===== src/pmusi_params.svh =====
// Register offsets, field positions and reset values of the status/interrupt bank
`ifndef PMUSI_PARAMS_SVH
`define PMUSI_PARAMS_SVH

`define PMUSI_ADDR_W          8
`define PMUSI_DATA_W          8
`define PMUSI_OFS_PGOOD_HI    8'h38
`define PMUSI_OFS_EVT_STS     8'h39
`define PMUSI_OFS_EVT_MASK    8'h3A
`define PMUSI_OFS_MON_CFG     8'h3E
`define PMUSI_PG_COUNT        6
`define PMUSI_PG_RSVD_VAL     2'h0
`define PMUSI_EVT_STS_RST     8'h00
`define PMUSI_EVT_MASK_RST    8'hFF
`define PMUSI_MON_CFG_RST     2'h0
`define PMUSI_BIT_PIN1_FALL   7
`define PMUSI_BIT_PIN1_RISE   6
`define PMUSI_BIT_OVERTEMP    5
`define PMUSI_BIT_HOLD_RISE   4
`define PMUSI_BIT_LONG_PRESS  3
`define PMUSI_BIT_PRESS       2
`define PMUSI_BIT_SUPPLY_MON  1
`define PMUSI_BIT_HOLD_FALL   0

`endif


===== src/pmusi_pkg.sv =====
// Types shared by the status/interrupt bank
`default_nettype none
package pmusi_pkg;
	typedef logic [7:0] pmusi_byte_t;
	typedef enum logic [1:0]
	{
		PMUSI_SEL_NONE  = 2'b00,
		PMUSI_SEL_PG    = 2'b01,
		PMUSI_SEL_STS   = 2'b10,
		PMUSI_SEL_MASK  = 2'b11
	} pmusi_sel_t;
endpackage : pmusi_pkg
`default_nettype wire


===== src/pmusi_bank.sv =====
// Regulator power-good and primary event status/mask register bank
`include "pmusi_params.svh"
`default_nettype none

// Summary of operation
// Regulator status bits 7-6 read zero
// Bits 0-5 follow regulators 5-10 power-good
// Power-good invalid when supply below 1V; no supply sense here, validity left to software
// Regulator status at 38h, read-only, resets zero
// Power-on reset clears both status registers
// Event status at 39h resets zero, sticky
// Write one clears flag, zero keeps
// Pin1 fall sets bit7, rise bit6
// Over-temperature warning sets bit 5
// Hold pin rise bit4, fall bit0
// Button press bit2, long press bit3
// Supply below threshold sets bit1 on the third clock after the comparator changes
// Mask at 3Ah, set bit suppresses interrupt
// Interrupt high while unmasked flag set
module pmusi_bank (
	input  wire logic                      mclk,
	input  wire logic                      rst_n,
	input  wire logic                      ce,
	input  wire logic [`PMUSI_ADDR_W-1:0]  reg_addr,
	input  wire logic [`PMUSI_DATA_W-1:0]  reg_wdata,
	input  wire logic                      reg_wr,
	input  wire logic                      reg_rd,
	output logic      [`PMUSI_DATA_W-1:0]  reg_rdata,
	input  wire logic                      reg5_in_regulation,
	input  wire logic                      reg6_in_regulation,
	input  wire logic                      reg7_in_regulation,
	input  wire logic                      reg8_in_regulation,
	input  wire logic                      reg9_in_regulation,
	input  wire logic                      reg10_in_regulation,
	input  wire logic                      gpio1_pin,
	input  wire logic                      overtemp_warn,
	input  wire logic                      power_hold_pin,
	input  wire logic                      button_press_evt,
	input  wire logic                      button_long_press_evt,
	input  wire logic                      supply_monitor_input,
	output logic      [1:0]                monitor_threshold_select,
	output logic                           irq
);
	localparam int NPIN = 6;

	// Pin map into the synchroniser vector
	localparam int P_GPIO  = 0;
	localparam int P_HOT   = 1;
	localparam int P_HOLD  = 2;
	localparam int P_PRESS = 3;
	localparam int P_LONG  = 4;
	localparam int P_MON   = 5;

	logic [NPIN-1:0]                pin_raw;
	logic [NPIN-1:0]                pin_rise;
	logic [NPIN-1:0]                pin_fall;
	logic [`PMUSI_PG_COUNT-1:0]     pg_raw;
	logic [`PMUSI_PG_COUNT-1:0]     pg_lvl;
	logic [`PMUSI_PG_COUNT-1:0]     pg_q;
	pmusi_pkg::pmusi_byte_t         evt_set;
	pmusi_pkg::pmusi_byte_t         evt_clr;
	pmusi_pkg::pmusi_byte_t         evt_flags;
	pmusi_pkg::pmusi_byte_t         mask_q;
	pmusi_pkg::pmusi_byte_t         mask_d;
	logic [1:0]                     mon_cfg_q;
	logic [1:0]                     mon_cfg_d;
	pmusi_pkg::pmusi_byte_t         rdata_q;
	pmusi_pkg::pmusi_byte_t         rdata_d;
	logic                           irq_q;
	logic                           irq_d;
	pmusi_pkg::pmusi_sel_t          rd_sel;
	logic                           wr_sts;
	logic                           wr_mask;
	logic                           wr_cfg;
	logic                           hit_cfg;

	function automatic pmusi_pkg::pmusi_sel_t decode_sel(input logic [`PMUSI_ADDR_W-1:0] a);
		pmusi_pkg::pmusi_sel_t s;
		s = pmusi_pkg::PMUSI_SEL_NONE;
		if (a == `PMUSI_OFS_PGOOD_HI)
			s = pmusi_pkg::PMUSI_SEL_PG;
		else if (a == `PMUSI_OFS_EVT_STS)
			s = pmusi_pkg::PMUSI_SEL_STS;
		else if (a == `PMUSI_OFS_EVT_MASK)
			s = pmusi_pkg::PMUSI_SEL_MASK;
		return s;
	endfunction : decode_sel

	assign pin_raw = {supply_monitor_input, button_long_press_evt, button_press_evt,
	                  power_hold_pin, overtemp_warn, gpio1_pin};
	assign pg_raw  = {reg10_in_regulation, reg9_in_regulation, reg8_in_regulation,
	                  reg7_in_regulation, reg6_in_regulation, reg5_in_regulation};

	// Comparator outputs are asynchronous to mclk
	pmusi_sync_edge #(
		.WIDTH (NPIN)
	) u_pin_sync (
		.mclk     (mclk),
		.rst_n    (rst_n),
		.ce       (ce),
		.async_in (pin_raw),
		.level    (),
		.rise     (pin_rise),
		.fall     (pin_fall)
	);

	pmusi_sync_edge #(
		.WIDTH (`PMUSI_PG_COUNT)
	) u_pg_sync (
		.mclk     (mclk),
		.rst_n    (rst_n),
		.ce       (ce),
		.async_in (pg_raw),
		.level    (pg_lvl),
		.rise     (),
		.fall     ()
	);

	// live power-good mirror
	// validity left to software; no supply sense here
	always_ff @(posedge mclk)
	begin
		if (!rst_n)
			pg_q <= '0;
		else if (ce)
			pg_q <= pg_lvl;
	end

	assign rd_sel  = decode_sel(reg_addr);
	assign hit_cfg = (reg_addr == `PMUSI_OFS_MON_CFG);
	// read-only register: writes at 38h have no effect
	assign wr_sts  = reg_wr && (rd_sel == pmusi_pkg::PMUSI_SEL_STS);
	assign wr_mask = reg_wr && (rd_sel == pmusi_pkg::PMUSI_SEL_MASK);
	assign wr_cfg  = reg_wr && hit_cfg;

	// pin-one edges
	assign evt_set[`PMUSI_BIT_PIN1_FALL]  = pin_fall[P_GPIO];
	assign evt_set[`PMUSI_BIT_PIN1_RISE]  = pin_rise[P_GPIO];
	// over-temperature onset
	assign evt_set[`PMUSI_BIT_OVERTEMP]   = pin_rise[P_HOT];
	// hold pin edges
	assign evt_set[`PMUSI_BIT_HOLD_RISE]  = pin_rise[P_HOLD];
	assign evt_set[`PMUSI_BIT_HOLD_FALL]  = pin_fall[P_HOLD];
	// button detector events
	assign evt_set[`PMUSI_BIT_LONG_PRESS] = pin_rise[P_LONG];
	assign evt_set[`PMUSI_BIT_PRESS]      = pin_rise[P_PRESS];
	// comparator falling below threshold, no filter
	assign evt_set[`PMUSI_BIT_SUPPLY_MON] = pin_rise[P_MON];

	// write one clears, zero keeps
	assign evt_clr = wr_sts ? reg_wdata : 8'h00;

	// sticky flags, reset to zero
	// cleared on power-on reset
	pmusi_flag_bank #(
		.WIDTH (`PMUSI_DATA_W)
	) u_flags (
		.mclk  (mclk),
		.rst_n (rst_n),
		.ce    (ce),
		.set   (evt_set),
		.clr   (evt_clr),
		.flags (evt_flags)
	);

	assign mask_d    = wr_mask ? reg_wdata : mask_q;
	assign mon_cfg_d = wr_cfg ? reg_wdata[1:0] : mon_cfg_q;

	// reserved bits forced to zero on read
	assign rdata_d = !reg_rd ? 8'h00 :
	                 (rd_sel == pmusi_pkg::PMUSI_SEL_PG)   ? {`PMUSI_PG_RSVD_VAL, pg_q} :
	                 (rd_sel == pmusi_pkg::PMUSI_SEL_STS)  ? evt_flags :
	                 (rd_sel == pmusi_pkg::PMUSI_SEL_MASK) ? mask_q :
	                 hit_cfg ? {6'h00, mon_cfg_q} : 8'h00;

	// set mask bit suppresses
	// level interrupt from unmasked flags
	assign irq_d = |(evt_flags & ~mask_q);

	always_ff @(posedge mclk)
	begin
		if (!rst_n)
		begin
			mask_q    <= `PMUSI_EVT_MASK_RST;
			mon_cfg_q <= `PMUSI_MON_CFG_RST;
			rdata_q   <= 8'h00;
			irq_q     <= 1'b0;
		end
		else if (ce)
		begin
			mask_q    <= mask_d;
			mon_cfg_q <= mon_cfg_d;
			rdata_q   <= rdata_d;
			irq_q     <= irq_d;
		end
	end

	assign reg_rdata                = rdata_q;
	assign irq                      = irq_q;
	assign monitor_threshold_select = mon_cfg_q;
endmodule : pmusi_bank
`default_nettype wire


===== src/pmusi_sync_edge.sv =====
// Two-flop synchroniser with rise and fall pulse outputs
`default_nettype none
module pmusi_sync_edge #(
	parameter int WIDTH = 1
) (
	input  wire logic             mclk,
	input  wire logic             rst_n,
	input  wire logic             ce,
	input  wire logic [WIDTH-1:0] async_in,
	output logic      [WIDTH-1:0] level,
	output logic      [WIDTH-1:0] rise,
	output logic      [WIDTH-1:0] fall
);
	logic [WIDTH-1:0] meta_q;
	logic [WIDTH-1:0] sync_q;
	logic [WIDTH-1:0] prev_q;

	always_ff @(posedge mclk)
	begin
		if (!rst_n)
		begin
			meta_q <= '0;
			sync_q <= '0;
			prev_q <= '0;
		end
		else if (ce)
		begin
			meta_q <= async_in;
			sync_q <= meta_q;
			prev_q <= sync_q;
		end
	end

	// Edges qualified by ce so a frozen block sees no stale pulse
	assign level = sync_q;
	assign rise  = {WIDTH{ce}} & sync_q & ~prev_q;
	assign fall  = {WIDTH{ce}} & ~sync_q & prev_q;
endmodule : pmusi_sync_edge
`default_nettype wire


===== src/pmusi_flag_bank.sv =====
// Sticky write-one-to-clear flags with set priority
`default_nettype none
module pmusi_flag_bank #(
	parameter int WIDTH = 8
) (
	input  wire logic             mclk,
	input  wire logic             rst_n,
	input  wire logic             ce,
	input  wire logic [WIDTH-1:0] set,
	input  wire logic [WIDTH-1:0] clr,
	output logic      [WIDTH-1:0] flags
);
	logic [WIDTH-1:0] flags_q;
	logic [WIDTH-1:0] flags_d;

	// Set wins over a clear in the same cycle
	assign flags_d = set | (flags_q & ~clr);
	assign flags   = flags_q;

	always_ff @(posedge mclk)
	begin
		if (!rst_n)
			flags_q <= '0;
		else if (ce)
			flags_q <= flags_d;
	end
endmodule : pmusi_flag_bank
`default_nettype wire


===== config.mk =====
export PLATFORM = sky130hd
export DESIGN_NAME = pmusi_bank
export DESIGN_NICKNAME = d
export VERILOG_FILES = /design/src/pmusi_pkg.sv /design/src/pmusi_bank.sv /design/src/pmusi_sync_edge.sv /design/src/pmusi_flag_bank.sv
export VERILOG_INCLUDE_DIRS = /design/src
export SDC_FILE = /design/constraint.sdc
export NUM_CORES = 1
export LEC_CHECK = 0
export ABC_AREA = 1
export BUFFER_PORTS_ARGS = -buffer_cell sky130_fd_sc_hd__buf_4
export CORE_MARGIN = 8
export CORE_UTILIZATION = 55
export DETAILED_ROUTE_END_ITERATION = 8
export PLACE_DENSITY = 0.79
export REMOVE_ABC_BUFFERS = 1
export SKIP_CTS_REPAIR_TIMING = 1
export SLEW_MARGIN = 25
export SYNTH_ARGS = -nofsm -noshare
export SYNTH_HDL_FRONTEND = slang
export SYNTH_SLANG_ARGS = --single-unit

===== constraint.sdc =====
create_clock -name mclk -period 2.3 [get_ports mclk]
set_input_delay 0.46 -clock mclk [delete_from_list [all_inputs] [get_ports mclk]]
set_output_delay 0.46 -clock mclk [all_outputs]
set_load 0.05 [all_outputs]

==> flow_summary.json <==
{
  "die_h_microns": 85.71,
  "ys_types": 23,
  "dpl_cell_area_sq_mm": 0.002999,
  "hpwl_microns": 3993,
  "grtUsageMet1_pct": 20.88,
  "vias": 2317,
  "finalSetupTns_ns": 0,
  "synth_most_common_cell": "dfxtp_1",
  "cp.required_ns": 1.84,
  "drt_wl_total_microns": 5934,
  "grt_busiest_layer": "met2",
  "grt_overflow_total": 0,
  "slowest_stage": "dfxtp_1",
  "status": "finished, final reports clean",
  "hold_depth": 3,
  "grtUsageMet2_pct": 28.21,
  "synth_top_cell_by_area": "dfxtp_1",
  "drt_iter0_drc": 148,
  "grt_pass1_wl_microns": 10350,
  "antenna_found_initial": 0,
  "synthTopCellsByCount": "dfxtp_1, nand2_1, nor2_1, o21ai_0, inv_1",
  "critical-path-max-stage-delay_ns": 0.36,
  "crit_type": "reg -> out",
  "ys.flop_type": "dfxtp_1",
  "maxSlewHeadroom_pct": 47.02,
  "h-tree-depth": 3,
  "grt_pass1_vias": 2271,
  "cap_violations": 0,
  "post-route-min-period_ns": 1.372,
  "clk_pin_slew_ns": 0.07,
  "worst_pin_slew_ns": 0.7935,
  "final-max-slew-violation-count": 0,
  "hp-class": "in -> reg",
  "start_util_pct": 56.96,
  "p_leak_nw": 1.488,
  "cts_max_path_buffers": 2,
  "path_delay_family": "flip-flops",
  "path_buf_inv": 1,
  "clock_skew_ns": 0.005049,
  "wire_per_inst_microns": 13.16,
  "yosysSeqAreaShare_pct": 47.19,
  "core-area_sq_mm": 0.004692,
  "final_cells": 451,
  "grt_setup_unrepaired": "false",
  "cts.sinks": 63,
  "nNetsFinal": 425,
  "syn_area_sq_mm": 0.002673,
  "synth-edff-count": 0,
  "cp.arrival_ns": 0.91,
  "cts-root-buf": "clkbuf_8",
  "setup_violations": 0,
  "period_share_pct": 59.66,
  "avgSynthCellArea_sq_um": 7.593,
  "ys_seq_elements": 63,
  "io_pins": 44,
  "cp.depth": 1,
  "cts_buffers": 9,
  "grt_use_met3_pct": 5.826,
  "grt_usage_pct": 17.57,
  "clk-insertion-delay-late_ns": 0.34,
  "via_per_inst": 5.137,
  "clock.fmax_ghz": 0.7288,
  "fin_area_sq_mm": 0.003259,
  "async_flop_share_pct": 0,
  "num_antenna_cells": 0,
  "syn_to_final_growth_pct": 21.96,
  "yosysWarningCount": 0,
  "post-route-drc-count": 0,
  "drtAntennaViolNets": 0,
  "startpoint_type": "flip-flop",
  "cts_tree": "done",
  "port_buffers": 43,
  "grt_max_degree": 53,
  "firstDrtPassIters": 4,
  "r2r_cells": 5,
  "layout-drive-gt1-share_pct": 23.43,
  "cp_max_fo": 3,
  "syn_inst": 352,
  "dp_cells": 435,
  "peakVddDrop_uv": 755.7,
  "path_cells": "buf_4",
  "power_density_mw_per_mm2": 801.6,
  "synth.top_cell.area_share_pct": 47.19,
  "critPathCaptureType": "output port",
  "rows": 25,
  "hold_slack_ns": 0.3377,
  "finalWeightedCongestion": 0.7980,
  "die_area_sq_mm": 0.007346,
  "synth_area_leaders": "dfxtp_1, o21ai_0, nand2_1, nor2_1, a21oi_1",
  "hold_viol": 0,
  "fp.dieW_microns": 85.71
}
## layer usage
metal  wire (microns)  part of all wire, %
met2             2877                   48
met5                0                    0
met3              359                  6.0
met1             2637                   44
met4               59                 0.99
## final timing paths
| kind | startpoint | end | slack (ns) |
|---|---|---|---|
| setup / recovery | monitor_threshold_select[0] | monitor_threshold_select[0] | 0.93 |
| hold / removal | reg8_in_regulation | u_pg_sync.meta_q[3] | 0.34 |
| setup reg to reg | mask_q[1] | irq | 1.36 |
| hold reg to reg | u_pin_sync.prev_q[1] | u_pin_sync.prev_q[1] | 0.46 |
## cell families (layout without fill, tap and decap cells)
family,after synthesis,after routing,synth area share (%)
flip-flops,63,63,47.19
AND/OR/NAND/NOR,136,136,22.85
AO/OA/AOI/OAI,96,96,21.11
buffers and inverters,57,102,8.848
## registers in the layout (all words and copies together), names as in the netlist
| register | count |
|---|---|
| u_flags.flags | 8 |
| u_pg_sync.level | 6 |
| u_pin_sync.prev_q | 6 |
| pg_q | 6 |
| mask_q | 8 |
| monitor_threshold_select | 2 |
| u_pin_sync.level | 6 |
| u_pg_sync.meta_q | 6 |
| irq | 1 |
| u_pin_sync.meta_q | 6 |
| reg_rdata | 8 |
## cell usage in the layout (no fill, tap or decap), drive strengths merged, types with 4 or more instances in the layout
cell    instances
dfxtp          63
nand2          56
nor2           56
o21ai          50
buf            46
inv            40
a21oi          35
nand3          18
clkbuf         10
o211ai          8
or2             5
bufinv          4
## power breakdown
part / leakage (nW) / internal [mW] / total [mW] / switching (mW)
Combinational: 0.845 / 0.0803 / 0.197 / 0.117
Clock: 0.126 / 0.828 / 1.26 / 0.428
Sequential: 0.516 / 1.14 / 1.16 / 0.0217
Total: 1.49 / 2.05 / 2.61 / 0.566
## final cells by class
class | instances | area (sq um)
clock buffer | 10 | 127.6
clock inverter | 6 | 132.6
tap | 54 | 67.56
multi-input combinational | 232 | 1175
inverter | 40 | 150.1
fill | 396 | 1433
timing repair buffer | 46 | 345.3
sequential | 63 | 1261
## tightest hold or removal path, cell delays in order
cell	delay, ns
buf_4	0.08
nor2_1	0.03
nor2_1	0.08
## per-stage QoR
step / util (%) / worst slack [ns] / power [mW]
finish: 69.47 / 0.9278 / 2.613
global route: 69.47 / 0.8273 / 2.714
CTS: 69.47 / 0.9127 / 2.627
detailed placement: 63.92 / 0.6393 / 1.380
global placement: 63.92 / 0.6718 / 1.374
floorplan: - / 0.8644 / 1.284
No activity file was read; power rests on OpenSTA's default activity.
